[src/inc/udb_pkg.sv]
/*
  Shared constants and helpers for the burst engine: clock rate, per-mode
  protocol intervals, derived cycle counts, word width and CRC step.
  Assumes a single core clock whose period is CLK_NS.
*/
package udb_pkg;
  // Core clock period
  localparam int CLK_NS = 100;
  // Data word width in a burst
  localparam int WORD_W = 16;
  // Highest supported transfer mode
  localparam int MODE_MAX = 4;
  // Width of the mode select
  localparam int MODE_W = 3;
  // Width of the word counter
  localparam int CNT_W = 16;
  // Width of the interval timer
  localparam int TMR_W = 4;
  // Least strobe edge spacing per mode
  localparam int T_CYC_NS [5] = '{112, 73, 54, 39, 25};
  // Least ready-to-pause wait per mode
  localparam int T_RP_NS [5] = '{160, 125, 100, 100, 100};
  // Least time from last strobe to a sender termination
  localparam int T_SS_NS = 50;
  // Strobe spacing never below two cycles: one to set data, one to strobe
  localparam int GAP_FLOOR = 2;
  // Number of pin inputs that pass the synchroniser
  localparam int SYNC_W = WORD_W + 3;
  // Reset level of the strobe / ready output pin
  localparam logic STB_RST = 1'b1;

  // Least time in whole cycles, rounded up, never below one
  function automatic int min_cyc(input int ns);
    int c;
    c = (ns + CLK_NS - 1) / CLK_NS;
    return (c < 1) ? 1 : c;
  endfunction : min_cyc

  // Strobe gap in cycles for a mode
  function automatic logic [TMR_W-1:0] gap_cyc(input logic [MODE_W-1:0] m);
    int c;
    int i;
    i = (int'(m) > MODE_MAX) ? MODE_MAX : int'(m);
    c = min_cyc(T_CYC_NS[i]);
    c = (c < GAP_FLOOR) ? GAP_FLOOR : c;
    return TMR_W'(c);
  endfunction : gap_cyc

  // Ready-to-pause wait in cycles for a mode
  function automatic logic [TMR_W-1:0] rp_cyc(input logic [MODE_W-1:0] m);
    int i;
    i = (int'(m) > MODE_MAX) ? MODE_MAX : int'(m);
    return TMR_W'(min_cyc(T_RP_NS[i]));
  endfunction : rp_cyc

  // Last-strobe to termination wait in cycles
  localparam logic [TMR_W-1:0] SS_CYC = TMR_W'(min_cyc(T_SS_NS));

  // One CRC step over a whole word, MSB first
  function automatic logic [WORD_W-1:0] crc_step(input logic [WORD_W-1:0] crc,
                                                 input logic [WORD_W-1:0] d,
                                                 input logic [WORD_W-1:0] poly);
    logic [WORD_W-1:0] c;
    c = crc;
    for (int k = WORD_W - 1; k >= 0; k--) begin
      c = (c[WORD_W-1] ^ d[k]) ? ((c << 1) ^ poly) : (c << 1);
    end
    return c;
  endfunction : crc_step
endpackage : udb_pkg

[src/inc/udb_sync_if.sv]
/*
  Carrier between the engine and its pin synchroniser: raw pin levels in,
  retimed levels out.
  Assumes both ends run on the core clock.
*/
interface udb_sync_if #(
  parameter int W = udb_pkg::SYNC_W
);
  // Pin levels straight from outside
  logic [W-1:0] raw;
  // Levels after two flip-flops
  logic [W-1:0] sync;
  // Engine side
  modport engine (output raw, input sync);
  // Synchroniser side
  modport syncer (input raw, output sync);
endinterface : udb_sync_if

[src/hw/udb_engine.sv]
/*
  Device-side burst engine: command busy handling, burst request, data-in
  strobing, data-out reception, pause, termination by either side and CRC
  check against the host word sampled at acknowledge negation.
  Assumes a host that keeps its own handshake rules; all pins are retimed.
*/
module udb_engine #(
  parameter logic [udb_pkg::WORD_W-1:0] CRC_POLY = 16'h1021,
  parameter logic [udb_pkg::WORD_W-1:0] CRC_SEED = 16'hffff
) (
  input wire logic mclk,
  input wire logic rst,
  input wire logic [udb_pkg::MODE_W-1:0] udma_mode,
  input wire logic cmd_start,
  input wire logic cmd_dir_in,
  input wire logic [udb_pkg::CNT_W-1:0] cmd_words,
  input wire logic cmd_abort,
  output logic cmd_done,
  output logic ready_o,
  output logic bsy_o,
  output logic drq_o,
  output logic crc_err_o,
  output logic dmarq_o,
  input wire logic dmack_n,
  input wire logic stop_i,
  input wire logic hrdy_hstb_n,
  output logic drdy_dstb_n,
  input wire logic [udb_pkg::WORD_W-1:0] dd_i,
  output logic [udb_pkg::WORD_W-1:0] dd_o,
  output logic dd_oe,
  input wire logic [udb_pkg::WORD_W-1:0] tx_data,
  input wire logic tx_valid,
  output logic tx_ready,
  output logic [udb_pkg::WORD_W-1:0] rx_data,
  output logic rx_valid,
  input wire logic rx_pause
);
  // Engine states
  typedef enum logic [3:0] {
    ST_IDLE, ST_WAIT, ST_REQ, ST_IN_INIT, ST_IN_XFER, ST_IN_FIN,
    ST_OUT_XFER, ST_OUT_PAUSE, ST_TERM_WAIT, ST_END
  } udb_state_t;

  // Synchroniser carrier
  udb_sync_if #(.W(udb_pkg::SYNC_W)) sif ();
  // Retimed pins
  logic s_dmack_n;
  logic s_stop;
  logic s_hpin_n;
  logic [udb_pkg::WORD_W-1:0] s_dd;
  // Decoded pin meanings
  logic s_ack;
  logic s_hrdy;
  logic hs_edge;
  // Control state
  udb_state_t st_reg;
  logic dir_in_reg;
  logic [udb_pkg::CNT_W-1:0] words_reg;
  logic [udb_pkg::TMR_W-1:0] cnt_reg;
  logic dat_ok_reg;
  logic first_reg;
  logic hs_prev_reg;
  logic [udb_pkg::WORD_W-1:0] crc_reg;
  logic [udb_pkg::TMR_W-1:0] gap_c;
  logic [udb_pkg::TMR_W-1:0] rp_c;
  // Data-in strobe and load decisions, data-out take decision
  logic stb_fire;
  logic load_go;
  logic rx_take;
  // Output registers
  logic ready_reg;
  logic bsy_reg;
  logic drq_reg;
  logic crc_err_reg;
  logic dmarq_reg;
  logic dstb_reg;
  logic [udb_pkg::WORD_W-1:0] dd_reg;
  logic dd_oe_reg;
  logic rx_valid_reg;
  logic [udb_pkg::WORD_W-1:0] rx_data_reg;
  logic done_reg;

  // Pins pass two flip-flops before use
  assign sif.raw = {dmack_n, stop_i, hrdy_hstb_n, dd_i};
  udb_sync #(.RST_VAL({3'b101, 16'h0000})) u_sync (
    .mclk(mclk),
    .rst(rst),
    .sif(sif)
  );
  assign {s_dmack_n, s_stop, s_hpin_n, s_dd} = sif.sync;

  // Pin meanings; the shared host pin is ready in data-in, strobe in data-out
  assign s_ack = ~s_dmack_n;
  assign s_hrdy = ~s_hpin_n;
  assign hs_edge = (s_hpin_n != hs_prev_reg);
  assign gap_c = udb_pkg::gap_cyc(udma_mode);
  assign rp_c = udb_pkg::rp_cyc(udma_mode);

  // Strobe a loaded word once spacing is met and the host is ready
  assign stb_fire = (st_reg == ST_IN_XFER) && !s_stop && (cnt_reg == '0) && dat_ok_reg &&
                    s_hrdy;
  // Fetch the next word after each strobe, while words remain
  assign load_go = (st_reg == ST_IN_XFER || st_reg == ST_IN_INIT) && !s_stop && !dat_ok_reg &&
                   tx_valid && (words_reg != '0);
  assign tx_ready = load_go;
  // Accept host words only while request is high and stop is low
  assign rx_take = !dir_in_reg && (st_reg == ST_OUT_XFER || st_reg == ST_OUT_PAUSE) &&
                   hs_edge && dmarq_reg && !s_stop;

  // Strobe edge history
  always_ff @(posedge mclk or posedge rst) begin
    if (rst) begin
      hs_prev_reg <= 1'b1;
    end else begin
      hs_prev_reg <= s_hpin_n;
    end
  end

  // Burst and command sequencing
  always_ff @(posedge mclk or posedge rst) begin
    if (rst) begin
      st_reg <= ST_IDLE;
      dir_in_reg <= 1'b0;
      words_reg <= '0;
      cnt_reg <= '0;
      first_reg <= 1'b0;
      dmarq_reg <= 1'b0;
      dstb_reg <= udb_pkg::STB_RST;
      dd_oe_reg <= 1'b0;
      done_reg <= 1'b0;
    end else begin
      done_reg <= 1'b0;
      if (cmd_abort) begin
        // Abort ends the command and drops the burst lines
        st_reg <= ST_IDLE;
        dmarq_reg <= 1'b0;
        dstb_reg <= udb_pkg::STB_RST;
        dd_oe_reg <= 1'b0;
      end else begin
        if (stb_fire || rx_take) begin
          words_reg <= words_reg - 16'h0001;
        end
        case (st_reg)
          ST_IDLE: begin
            // New command with a nonzero length
            if (cmd_start && cmd_words != '0) begin
              dir_in_reg <= cmd_dir_in;
              words_reg <= cmd_words;
              st_reg <= ST_WAIT;
            end
          end
          ST_WAIT: begin
            // Request a burst once the user side can move data; a word still held
            // from a cut burst counts as ready data
            if (dir_in_reg ? (tx_valid || dat_ok_reg) : !rx_pause) begin
              dmarq_reg <= 1'b1;
              first_reg <= 1'b0;
              st_reg <= ST_REQ;
            end
          end
          ST_REQ: begin
            // Request held until the host acknowledges
            if (s_ack) begin
              if (dir_in_reg) begin
                st_reg <= ST_IN_INIT;
              end else begin
                dstb_reg <= 1'b0;
                st_reg <= ST_OUT_XFER;
              end
            end
          end
          ST_IN_INIT: begin
            // Take the bus only with ack, stop low and host ready
            if (s_ack && !s_stop && s_hrdy) begin
              dd_oe_reg <= 1'b1;
              cnt_reg <= gap_c - 4'h1;
              st_reg <= ST_IN_XFER;
            end
          end
          ST_IN_XFER: begin
            if (s_stop) begin
              // Host terminates: answer by dropping the request
              dmarq_reg <= 1'b0;
              st_reg <= ST_IN_FIN;
            end else if (stb_fire) begin
              dstb_reg <= ~dstb_reg;
              first_reg <= 1'b1;
              cnt_reg <= gap_c - 4'h1;
            end else if (cnt_reg != '0) begin
              cnt_reg <= cnt_reg - 4'h1;
            end else if (words_reg == '0 && !dat_ok_reg && first_reg) begin
              // All words sent and last strobe old enough: request end
              dmarq_reg <= 1'b0;
              st_reg <= ST_TERM_WAIT;
            end
          end
          ST_IN_FIN: begin
            // Strobe back to asserted level with no data and release bus in the same cycle
            dstb_reg <= 1'b1;
            dd_oe_reg <= 1'b0;
            st_reg <= ST_END;
          end
          ST_OUT_XFER: begin
            if (rx_take) begin
              first_reg <= 1'b1;
            end
            if (s_stop) begin
              // Host sender terminates
              dmarq_reg <= 1'b0;
              st_reg <= ST_END;
            end else if (words_reg == '0 || (rx_take && words_reg == 16'h0001)) begin
              // Pause first, then wait before terminating
              dstb_reg <= 1'b1;
              cnt_reg <= rp_c - 4'h1;
              st_reg <= ST_OUT_PAUSE;
            end else if (first_reg || rx_take) begin
              dstb_reg <= rx_pause;
            end
          end
          ST_OUT_PAUSE: begin
            // Words may still arrive while paused
            if (s_stop) begin
              dmarq_reg <= 1'b0;
              st_reg <= ST_END;
            end else if (cnt_reg != '0) begin
              cnt_reg <= cnt_reg - 4'h1;
            end else begin
              dmarq_reg <= 1'b0;
              st_reg <= ST_TERM_WAIT;
            end
          end
          ST_TERM_WAIT: begin
            // Strobe frozen and ready negated until host answers with stop
            if (s_stop) begin
              st_reg <= dir_in_reg ? ST_IN_FIN : ST_END;
            end
          end
          ST_END: begin
            // Acknowledge negation ends the burst, lines revert
            dd_oe_reg <= 1'b0;
            dstb_reg <= 1'b1;
            if (!s_ack) begin
              if (words_reg == '0) begin
                done_reg <= 1'b1;
                st_reg <= ST_IDLE;
              end else begin
                st_reg <= ST_WAIT;
              end
            end
          end
          default: begin
            st_reg <= ST_IDLE;
          end
        endcase
      end
    end
  end

  // Outgoing word register for data-in bursts
  always_ff @(posedge mclk or posedge rst) begin
    if (rst) begin
      dd_reg <= '0;
      dat_ok_reg <= 1'b0;
    end else if (st_reg == ST_IDLE) begin
      // A word loaded before a host stop is kept and sent first next burst
      dat_ok_reg <= 1'b0;
    end else if (stb_fire) begin
      dat_ok_reg <= 1'b0;
    end else if (load_go) begin
      dd_reg <= tx_data;
      dat_ok_reg <= 1'b1;
    end
  end

  // Received word register for data-out bursts
  always_ff @(posedge mclk or posedge rst) begin
    if (rst) begin
      rx_data_reg <= '0;
      rx_valid_reg <= 1'b0;
    end else begin
      rx_valid_reg <= rx_take;
      if (rx_take) begin
        rx_data_reg <= s_dd;
      end
    end
  end

  // CRC over words moved, checked against the host word at burst end
  always_ff @(posedge mclk or posedge rst) begin
    if (rst) begin
      crc_reg <= CRC_SEED;
      crc_err_reg <= 1'b0;
    end else begin
      if (st_reg == ST_REQ) begin
        crc_reg <= CRC_SEED;
      end else if (stb_fire) begin
        crc_reg <= udb_pkg::crc_step(crc_reg, dd_reg, CRC_POLY);
      end else if (rx_take) begin
        crc_reg <= udb_pkg::crc_step(crc_reg, s_dd, CRC_POLY);
      end
      if (st_reg == ST_END && !s_ack && s_dd != crc_reg) begin
        crc_err_reg <= 1'b1;
      end else if (cmd_start && st_reg == ST_IDLE) begin
        crc_err_reg <= 1'b0;
      end
    end
  end

  // Ready line and busy / data-request status
  always_ff @(posedge mclk or posedge rst) begin
    if (rst) begin
      ready_reg <= 1'b1;
      bsy_reg <= 1'b0;
      drq_reg <= 1'b0;
    end else if (cmd_abort || done_reg) begin
      ready_reg <= 1'b1;
      bsy_reg <= 1'b0;
      drq_reg <= 1'b0;
    end else if (st_reg == ST_IDLE && cmd_start && cmd_words != '0) begin
      ready_reg <= 1'b0;
      bsy_reg <= 1'b1;
    end else if (st_reg == ST_REQ) begin
      drq_reg <= 1'b1;
      bsy_reg <= 1'b0;
    end
  end

  assign ready_o = ready_reg;
  assign bsy_o = bsy_reg;
  assign drq_o = drq_reg;
  assign crc_err_o = crc_err_reg;
  assign dmarq_o = dmarq_reg;
  assign drdy_dstb_n = dstb_reg;
  assign dd_o = dd_reg;
  assign dd_oe = dd_oe_reg;
  assign rx_data = rx_data_reg;
  assign rx_valid = rx_valid_reg;
  assign cmd_done = done_reg;

  // Cycles the data-out ready has been negated, for the pause check
  logic [udb_pkg::TMR_W-1:0] pause_age_reg;
  always_ff @(posedge mclk or posedge rst) begin
    if (rst) begin
      pause_age_reg <= '0;
    end else if (!dstb_reg || dir_in_reg) begin
      pause_age_reg <= '0;
    end else if (pause_age_reg != 4'hf) begin
      pause_age_reg <= pause_age_reg + 4'h1;
    end
  end
endmodule : udb_engine

[src/hw/udb_sync.sv]
/*
  Two flip-flop synchroniser for the pin inputs.
  Assumes raw levels are asynchronous to mclk; only the second stage is read.
*/
module udb_sync #(
  parameter logic [udb_pkg::SYNC_W-1:0] RST_VAL = '0
) (
  input wire logic mclk,
  input wire logic rst,
  udb_sync_if.syncer sif
);
  // First stage, read by the second stage only
  logic [udb_pkg::SYNC_W-1:0] meta_reg;
  // Second stage, the retimed output
  logic [udb_pkg::SYNC_W-1:0] sync_reg;

  // Two stages of retiming
  always_ff @(posedge mclk or posedge rst) begin
    if (rst) begin
      meta_reg <= RST_VAL;
      sync_reg <= RST_VAL;
    end else begin
      meta_reg <= sif.raw;
      sync_reg <= meta_reg;
    end
  end

  assign sif.sync = sync_reg;
endmodule : udb_sync

[config.mk]
export PLATFORM = sky130hd
export DESIGN_NAME = udb_engine
export DESIGN_NICKNAME = d
export VERILOG_FILES = /design/src/inc/udb_pkg.sv /design/src/inc/udb_sync_if.sv /design/src/hw/udb_engine.sv /design/src/hw/udb_sync.sv
export SDC_FILE = /design/constraint.sdc
export NUM_CORES = 1
export LEC_CHECK = 0
export ABC_AREA = 0
export BUFFER_PORTS_ARGS = -buffer_cell sky130_fd_sc_hd__buf_2
export CAP_MARGIN = 20
export CORE_AREA = 2 2 115 117
export CTS_CLUSTER_DIAMETER = 200
export DETAILED_ROUTE_END_ITERATION = 7
export DIE_AREA = 0 0 117 119
export PLACE_DENSITY = 0.76
export SYNTH_ARGS = -nofsm -noshare
export SYNTH_HDL_FRONTEND = slang
export SYNTH_SLANG_ARGS = --single-unit
[constraint.sdc]
create_clock -name mclk -period 5.7 [get_ports mclk]
set_input_delay 1.425 -clock mclk [delete_from_list [all_inputs] [get_ports mclk]]
set_output_delay 1.425 -clock mclk [all_outputs]
set_load 0.005 [all_outputs]
==> results of run 1 <==
## power by group
part           switching, mW  internal, mW
clock network          0.403         0.747
registers              0.325          1.14
logic                   1.70          1.76
## logic make-up (layout without fill, tap and decap cells)
logic type	count (synthesis)	in the layout	synth area share [%]
AO/OA/AOI/OAI	149	149	15.1
adder cells (fa/ha/maj)	6	6	1.10
multiplexers	21	21	3.42
buffers and inverters	51	156	3.16
XOR/XNOR	99	99	16.5
AND/OR/NAND/NOR	207	207	15.2
flip-flops	123	123	45.4
## metal layers
layer  up-vias  wire, um  track usage (%)  share of wire [%]
met5         -         0                0                  0
met4         0       301             8.31                1.9
met3        24      1100             6.31                6.9
met2       227      7240             35.6                 45
met1      2579      7300             36.0                 46
li1       2520         -                -                  -
## worst min path at each step
stage,from,to,slack (ns),cells past startpoint
after floorplan,u_sync.meta_reg[0]$_DFF_PP0_,u_sync.sif.sync[0]$_DFF_PP0_,0.33,0
after global placement,u_sync.meta_reg[2]$_DFF_PP0_,u_sync.sif.sync[2]$_DFF_PP0_,0.33,0
after detailed placement,u_sync.meta_reg[6]$_DFF_PP0_,u_sync.sif.sync[6]$_DFF_PP0_,0.33,0
after CTS,u_sync.meta_reg[8]$_DFF_PP0_,u_sync.sif.sync[8]$_DFF_PP0_,0.35,0
after global routing,u_sync.meta_reg[2]$_DFF_PP0_,u_sync.sif.sync[2]$_DFF_PP0_,0.35,0
final,u_sync.meta_reg[13]$_DFF_PP0_,u_sync.sif.sync[13]$_DFF_PP0_,0.34,0
## per-stage QoR
| step | utilization (%) | setup WS, ns | total power, mW |
|---|---|---|---|
| 3_3_place_gp | 57.9 | 1.88 | 4.83 |
| 2_1_floorplan | - | 1.04 | 4.23 |
| 4_1_cts | 62.8 | 1.86 | 6.07 |
| 5_1_grt | 63.0 | 1.78 | 6.51 |
| 3_5_place_dp | 57.9 | 1.87 | 4.86 |
| 6_report | 63.0 | 1.87 | 6.08 |
## layout make-up
type	instances	area [um2]	area share [%]
repair buffers	107	568	7.00
flip-flops and latches	123	3110	38.3
inverters	17	66.3	0.818
well taps	176	220	2.71
clock buffers	19	443	5.46
clock inverters	13	190	2.34
multi-input cells	482	3520	43.4
## cells in the final DEF (no fill, tap or decap), types with 5 or more instances in the layout
cell,n
a21oi_1,43
a31oi_1,6
buf_2,102
clkbuf_16,17
dfrtp_1,100
dfstp_2,23
ha_1,6
inv_1,15
mux2_2,19
nand2_1,76
nand2b_1,7
nand3_1,10
nand4_1,5
nor2_1,45
nor2b_1,6
nor3_1,16
nor4_1,10
o21a_1,5
o21ai_0,17
o22a_1,16
o22ai_1,11
o311ai_0,5
or3_1,7
xnor2_1,59
xnor2_2,7
xnor3_1,9
xor2_1,18
## worst max-delay path: stages
cell and delay [ns]:
buf_2 0.10, nand2b_1 0.09, a2111oi_4 0.32, buf_4 0.30, buf_2 0.16
==> impl_metrics.env, run 1 <==
export IMPL_clock_transition_at_the_register_clock_pins_on_the_worst_setup_and_hold_paths_after_cts_ns=0.06
export IMPL_timing_rr_start="st_reg[2]$_DFFE_PP0P_"
export IMPL_synth_enable_flop_cells=0
export IMPL_route_detailed_wl_per_inst_um=17.0
export IMPL_arrival_ns=2.40
export IMPL_timing_critical_path_to="tx_ready"
export IMPL_synth_sequential_area_ratio_pct=45.4
export IMPL_portBuffers=102
export IMPL_flow_area_growth_from_synthesis_pct=18.6
export IMPL_syn_area_um2=6840
export IMPL_pin_count=103
export IMPL_drt_iter0_markers=432
export IMPL_class_of_the_tightest_hold_or_removal_check="reg -> reg"
export IMPL_global_route_wire_length_before_repair_um=26300
export IMPL_synth_lib_cells_used_distinct=75
export IMPL_clk_latency_ns=0.42
export IMPL_synth_warning_count=0
export IMPL_postRouteWirelength_um=15900
export IMPL_cts_buffers_inserted=17
export IMPL_num_fill_cells=1027
export IMPL_r2r_setup_slack_ns=2.43
export IMPL_synth_flop_cell="dfrtp_1"
export IMPL_standard_cell_core_area_um2=12900
export IMPL_post_synth_most_frequent_cells="dfrtp_1, nand2_1, xnor2_1, nor2_1, a21oi_1"
export IMPL_finalInstanceArea_um2=8110
export IMPL_dr_total_vias=5350
export IMPL_clk_root_buffer_cell="clkbuf_16"
export IMPL_critical_path_class="in -> out"
export IMPL_nNetsFinal=815
export IMPL_mappedNetlistNets=723
export IMPL_synth_top_area_cell="dfrtp_1"
export IMPL_worstMarginPinSlew_ns=1.03
export IMPL_worst_path_max_fanout=18
export IMPL_postCtsSetupBuffers=0
export IMPL_fin_crit_sh_pct=67.1
export IMPL_cts_sinks=123
export IMPL_dp_cells=904
export IMPL_worst_clock_skew_ns=0.00917
export IMPL_totalNegativeSetupSlack_ns=0
export IMPL_grt_start_max_net_pins=83
export IMPL_place_area_um2=7450
export IMPL_slew_limit_headroom_pct=31.0
export IMPL_die_width_um=117
export IMPL_initial_core_util_pct=53.1
export IMPL_htree_levels=4
export IMPL_layout_cells_non_filler=937
export IMPL_netlist_top_cells_area="dfrtp_1, dfstp_2, xnor2_1, nand2_1, a21oi_1"
export IMPL_fp_row_count=42
export IMPL_first_global_vias=5188
export IMPL_chipHeight_um=119
export IMPL_run_status="finished, final reports clean"
export IMPL_cp_startpoint="tx_valid"
export IMPL_regToRegEndpoint="words_reg[8]$_DFFE_PP0N_"
export IMPL_syn_area_per_cell_um2=10.4
export IMPL_setup_worst_path_start_class="primary input"
export IMPL_detail_route_antenna_nets=0
export IMPL_drt_pass1_iter_count=6
export IMPL_cts_hold_buffers=0
export IMPL_fmaxAchievable_mhz=261
export IMPL_dieArea_um2=13900
export IMPL_tritoncts="built"
export IMPL_grt_ovfl_total=0
export IMPL_drv_cap=0
export IMPL_asyncSetResetFlopFracSynth_pct=100
export IMPL_cts_resized=0
export IMPL_vdd_ir_drop_max_mv=0.443
export IMPL_leakage_nw=3.59
export IMPL_share_of_yosys_cell_area_claimed_by_the_top_area_cell_type_pct=36.6
export IMPL_reg2regPathDepth=6
export IMPL_synth_most_common_cell="dfrtp_1"
export IMPL_grt_antenna_before_repair=0
export IMPL_worst_hold_slack_ns=0.341
export IMPL_clock_path_buffers=2
export IMPL_post_detailed_route_via_to_cell_ratio=5.71
export IMPL_diodes=0
export IMPL_drt_drc_violations_left=0
export IMPL_finalHoldViolCount=0
export IMPL_fraction_of_layout_cells_with_a_size_suffix_above_1_pct=27.6
export IMPL_grt_util_all_layers_pct=24.5
export IMPL_gp_routability_congestion=0.891
export IMPL_cp_end_kind="primary output"
export IMPL_dp_hpwl_um=11300
export IMPL_slew_viols_final=0
export IMPL_synth_ff_latch_count=123
export IMPL_fin_crit_ns=3.83
export IMPL_grt_setup_unrepaired="false"
export IMPL_p_per_area_nw_per_um2=749
export IMPL_final_setup_viol_count=0
export IMPL_timing_critical_path_required_ns=4.28
export IMPL_synth_cells=656
(Power assumes the default switching activity.)
==> run 2: changes to the inputs <==
Settings changed: CORE_AREA 2 2 115 117 to 2 2 118 120, DIE_AREA 0 0 117 119 to 0 0 120 122.
Clock period 5.7 ns to 3.38 ns, I/O delays scaled along.
==> run 2 against run 1 <==
Against the previous run: via count grew 0.17%; critical path type is now reg -> out; combinational power is 71% higher; cell area about the same; critical endpoint unchanged; sequential cell count stayed put; largest power group unchanged; clock power rose by 53%.
==> impl_metrics.env, run 2 (synthesized netlist as in run 1, its figures left out) <==
export IMPL_p_per_area_nw_per_um2=1250
export IMPL_grt_ovfl_total=0
export IMPL_critical_path_class="reg -> out"
export IMPL_fin_crit_ns=3.06
export IMPL_htree_levels=4
export IMPL_dieArea_um2=14600
export IMPL_layout_commonest_cell="buf_2"
export IMPL_max_stage_delay_ns=0.57
export IMPL_totalNegativeSetupSlack_ns=0
export IMPL_initial_core_util_pct=50.7
export IMPL_standard_cell_core_area_um2=13500
export IMPL_clock_transition_at_the_register_clock_pins_on_the_worst_setup_and_hold_paths_after_cts_ns=0.06
export IMPL_leakage_nw=3.58
export IMPL_postCtsSetupBuffers=0
export IMPL_vdd_ir_drop_max_mv=0.802
export IMPL_cp_startpoint="st_reg[3]$_DFFE_PP0P_"
export IMPL_arrival_ns=2.21
export IMPL_hold_path_endpoint="u_sync.sif.sync[8]$_DFF_PP0_"
export IMPL_dr_total_vias=5359
export IMPL_clk_latency_ns=0.42
export IMPL_first_global_vias=5375
export IMPL_timing_rr_start="cnt_reg[0]$_DFFE_PP0P_"
export IMPL_setup_worst_path_start_class="flop"
export IMPL_final_setup_viol_count=0
export IMPL_worstMarginPinSlew_ns=0.730
export IMPL_clk_root_buffer_cell="clkbuf_16"
export IMPL_worst_hold_path_num_cells=0
export IMPL_timing_critical_path_required_ns=2.53
export IMPL_tritoncts="built"
export IMPL_class_of_the_tightest_hold_or_removal_check="reg -> reg"
export IMPL_place_worst_setup_slack_ns=0.725
export IMPL_slew_viols_final=0
export IMPL_clock_path_buffers=2
export IMPL_portBuffers=102
export IMPL_grt_antenna_before_repair=0
export IMPL_grt_setup_unrepaired="false"
export IMPL_fraction_of_layout_cells_with_a_size_suffix_above_1_pct=28.1
export IMPL_worst_clock_skew_ns=0.0123
export IMPL_global_route_wire_length_before_repair_um=27500
export IMPL_grt_start_max_net_pins=124
export IMPL_postRouteWirelength_um=16700
export IMPL_grt_util_all_layers_pct=24.0
export IMPL_nNetsFinal=822
export IMPL_cts_sinks=123
export IMPL_drt_iter0_markers=394
export IMPL_slew_limit_headroom_pct=51.2
export IMPL_chipHeight_um=122
export IMPL_place_area_um2=7530
export IMPL_cts_buffers_inserted=17
export IMPL_route_detailed_wl_per_inst_um=17.6
export IMPL_pin_count=103
export IMPL_p_clk_share_pct=17.4
export IMPL_cts_resized=0
export IMPL_detail_route_antenna_nets=0
export IMPL_cp_end_kind="primary output"
export IMPL_p_seq_share_pct=24.2
export IMPL_fin_crit_sh_pct=90.5
export IMPL_worst_hold_startpoint="u_sync.meta_reg[8]$_DFF_PP0_"
export IMPL_die_width_um=120
export IMPL_fmaxAchievable_mhz=327
export IMPL_drt_pass1_iter_count=5
export IMPL_slowest_library_cell_on_the_worst_path="dfrtp_1"
export IMPL_worst_path_max_fanout=17
export IMPL_intPower_mw=6.01
export IMPL_dp_hpwl_um=12100
export IMPL_worstPathCellList="and2b_1 > nand2_1 > a2111oi_4 > buf_2"
export IMPL_run_status="finished, final reports clean"
export IMPL_r2r_setup_slack_ns=0.69
export IMPL_regToRegEndpoint="words_reg[13]$_DFFE_PP0N_"
export IMPL_cts_hold_buffers=0
export IMPL_fp_row_count=43
export IMPL_reg2regPathDepth=8
export IMPL_finalInstanceArea_um2=8100
export IMPL_drt_drc_violations_left=0
export IMPL_switching_share_pct=40.7
export IMPL_gp_routability_congestion=0.932
export IMPL_power_switching_mw=4.12
export IMPL_power_frac_comb_pct=58.4
export IMPL_finalHoldViolCount=0
export IMPL_flow_area_growth_from_synthesis_pct=18.5
export IMPL_post_detailed_route_via_to_cell_ratio=5.65
export IMPL_drv_cap=0
export IMPL_setup_ws_ns=0.321
export IMPL_mostFrequentLayoutCells="buf_2, dfrtp_1, nand2_1"
export IMPL_diodes=0
## run 2: cell types whose count changed in the layout (fill, tap and decap cells not counted)
cell	before	now
buf_12	0	1
buf_16	1	0
buf_4	4	11
bufinv_16	4	2
clkbuf_1	1	2
clkbuf_8	1	0
clkinv_2	2	3
clkinv_4	3	2
clkinvlp_4	1	4
inv_4	1	0
## run 2: final cells by class
class	count	area [um2]
clock inverters	13	141
multi-input cells	482	3520
well taps	180	225
flip-flops and latches	123	3110
clock buffers	19	433
fillers	1095	5400
repair buffers	114	613
inverters	17	67.6
## run 2: how the worst max path moves through the flow
stage,endpoint,slack (ns)
2_1_floorplan,tx_ready,0.73
3_3_place_gp,tx_ready,0.81
3_5_place_dp,words_reg[13]$_DFFE_PP0N_,0.73
4_1_cts,tx_ready,0.32
5_1_grt,tx_ready,0.18
6_report,tx_ready,0.32
## run 2: metrics by stage
step           total power, mW  instances  hold slack [ns]  util, %
2_1_floorplan             7.14        656            0.331        -
3_3_place_gp              8.23        916            0.333     55.8
3_5_place_dp              8.30        916            0.335     55.8
4_1_cts                   10.2        948            0.345     60.0
5_1_grt                   10.8        948            0.351     60.0
6_report                  10.1        948            0.345     60.0
## run 2: worst max-delay path, delay by kind of cell, from the launching register on
kind                   cells  cell delay [ns]
DFF                        1             0.57
and+or+nand+nor            2             0.55
AOI/OAI and AO/OA          1             0.49
buffers and inverters      1             0.20
## run 2: layer usage
layer  global-route usage (%)  share of wire [%]  vias up
li1                         -                  -     2529
met3                     4.63                5.8       36
met2                     36.7                 46      196
met4                     10.3                2.4        0
met1                     33.5                 45     2598
met5                        0                  0        -
## run 2: power by group through the flow
stage | Combinational (mW) | Sequential, mW | Clock [mW]
2_1_floorplan | 4.86 | 2.28 | 0
3_3_place_gp | 5.78 | 2.44 | 0
3_5_place_dp | 5.83 | 2.47 | 0
4_1_cts | 5.92 | 2.44 | 1.79
5_1_grt | 6.43 | 2.51 | 1.86
6_report | 5.91 | 2.45 | 1.76
==> run 3: changes to the inputs <==
Settings changed: CORE_AREA 2 2 118 120 to 4 4 120 122, DIE_AREA 0 0 120 122 to 0 0 124 126.
==> run 3 against run 2 <==
Against the previous run: first-iteration DRC count rose by 1.8%; total power increased by 1.2%; via count grew 1.1%; non-clock buffer count stayed put; fmax fell by 0.18%; clock-buffer cell count down 1; critical path depth unchanged; register-to-register slack barely moved; core utilization increased by 1.5 points; routed wire length rose by 3.9%; clock skew shrank 0.0060 ns.
==> impl_metrics.env, run 3 (synthesized netlist as in run 1, its figures left out) <==
export IMPL_run_status="finished, final reports clean"
export IMPL_grt_start_max_net_pins=54
export IMPL_detail_route_antenna_nets=0
export IMPL_drt_drc_violations_left=0
export IMPL_tritoncts="built"
export IMPL_setup_worst_path_start_class="flop"
export IMPL_drv_cap=0
export IMPL_drt_pass1_iter_count=6
export IMPL_flow_area_growth_from_synthesis_pct=18.7
export IMPL_postRouteWirelength_um=17300
export IMPL_num_fill_cells=1084
export IMPL_final_setup_viol_count=0
export IMPL_dominant_delay_contributor_by_cell_family_on_the_critical_path="flip-flops"
export IMPL_dp_cells=912
export IMPL_fmaxAchievable_mhz=326
export IMPL_worstPathCellList="and2b_1 > nand2_1 > a2111oi_4 > buf_2"
export IMPL_die_width_um=124
export IMPL_cts_sinks=123
export IMPL_clock_path_buffers=2
export IMPL_slew_viols_final=0
export IMPL_r2r_setup_slack_ns=0.68
export IMPL_critical_path_n_buffers_inverters=1
export IMPL_fin_crit_sh_pct=90.7
export IMPL_fp_row_count=42
export IMPL_route_detailed_wl_per_inst_um=18.3
export IMPL_cp_end_kind="primary output"
export IMPL_standard_cell_core_area_um2=13200
export IMPL_initial_core_util_pct=51.9
export IMPL_pin_count=103
export IMPL_clock_transition_at_the_register_clock_pins_on_the_worst_setup_and_hold_paths_after_cts_ns=0.06
export IMPL_worst_clock_skew_ns=0.00634
export IMPL_grt_ovfl_total=0
export IMPL_htree_levels=4
export IMPL_clk_latency_ns=0.42
export IMPL_portBuffers=102
export IMPL_grt_setup_unrepaired="false"
export IMPL_worstMarginPinSlew_ns=0.932
export IMPL_class_of_the_tightest_hold_or_removal_check="reg -> reg"
export IMPL_dr_total_vias=5420
export IMPL_postCtsSetupBuffers=0
export IMPL_grt_antenna_before_repair=0
export IMPL_max_stage_delay_ns=0.66
export IMPL_dp_hpwl_um=12600
export IMPL_diodes=0
export IMPL_nNetsFinal=822
export IMPL_worst_hold_path_num_cells=0
export IMPL_fraction_of_layout_cells_with_a_size_suffix_above_1_pct=28.3
export IMPL_clk_root_buffer_cell="clkbuf_16"
export IMPL_timing_critical_path_required_ns=2.53
export IMPL_cts_buffers_inserted=17
export IMPL_critical_path_class="reg -> out"
export IMPL_leakage_nw=3.60
export IMPL_layout_cells_non_filler=944
export IMPL_grt_util_all_layers_pct=23.0
export IMPL_cts_hold_buffers=0
export IMPL_p_per_area_nw_per_um2=1260
export IMPL_hold_path_endpoint="u_sync.sif.sync[2]$_DFF_PP0_"
export IMPL_arrival_ns=2.22
export IMPL_reg2regPathDepth=6
export IMPL_global_route_wire_length_before_repair_um=28200
export IMPL_worst_hold_startpoint="u_sync.meta_reg[2]$_DFF_PP0_"
export IMPL_first_global_vias=5513
export IMPL_regToRegEndpoint="st_reg[0]$_DFFE_PP0P_"
export IMPL_slew_limit_headroom_pct=37.7
export IMPL_worst_path_max_fanout=19
export IMPL_dieArea_um2=15600
export IMPL_mostFrequentLayoutCells="buf_2, dfrtp_1, nand2_1"
export IMPL_totalNegativeSetupSlack_ns=0
export IMPL_timing_rr_start="words_reg[12]$_DFFE_PP0N_"
export IMPL_fin_crit_ns=3.06
export IMPL_finalHoldViolCount=0
export IMPL_chipHeight_um=126
export IMPL_slowest_library_cell_on_the_worst_path="dfrtp_1"
export IMPL_layout_commonest_cell="buf_2"
export IMPL_cts_resized=0
export IMPL_vdd_ir_drop_max_mv=0.801
export IMPL_gp_routability_congestion=0.909
export IMPL_drt_iter0_markers=401
export IMPL_power_total_mw=10.2
export IMPL_post_detailed_route_via_to_cell_ratio=5.74
==> run 3: layout make-up <==
class | count | area (um2) | share of cell area [%]
Tap cell | 176 | 220 | 2.71
Multi-Input combinational cell | 482 | 3520 | 43.3
Sequential cell | 123 | 3110 | 38.3
Clock inverter | 14 | 150 | 1.85
Timing Repair Buffer | 114 | 626 | 7.71
Inverter | 17 | 67.6 | 0.832
Clock buffer | 18 | 429 | 5.29
==> run 3: how the worst max path moves through the flow <==
stage | to | from | depth (start not counted)
floorplan | tx_ready | words_reg[0]$_DFFE_PP0N_ | 7
global placement | st_reg[0]$_DFFE_PP0P_ | words_reg[12]$_DFFE_PP0N_ | 6
detailed placement | words_reg[13]$_DFFE_PP0N_ | cnt_reg[0]$_DFFE_PP0P_ | 8
CTS | tx_ready | st_reg[2]$_DFFE_PP0P_ | 4
global route | tx_ready | st_reg[2]$_DFFE_PP0P_ | 4
finish | tx_ready | st_reg[2]$_DFFE_PP0P_ | 4
==> run 3: report_power, final <==
group	total [mW]	leakage (nW)	switching (mW)	internal, mW
logic	6.00	1.83	3.01	2.99
registers	2.47	1.48	0.541	1.92
clock network	1.78	0.282	0.740	1.04
total	10.2	3.60	4.30	5.95
==> run 3: layer usage <==
| layer | GRT usage, % | share of wire, % | routed length [um] |
|---|---|---|---|
| met5 | 0 | 0 | 0 |
| met4 | 6.64 | 1.4 | 246 |
| met1 | 32.7 | 45 | 7730 |
| met3 | 5.20 | 6.3 | 1080 |
| met2 | 35.3 | 48 | 8250 |
==> run 3: through the flow <==
step	setup WS [ns]	utilization [%]	hold WS (ns)	cell area (um2)
CTS	0.314	61.5	0.349	8120
global route	0.187	61.5	0.351	8120
finish	0.316	61.5	0.347	8120
floorplan	0.733	-	0.331	6840
detailed placement	0.713	57.1	0.335	7540
global placement	0.824	57.1	0.332	7540
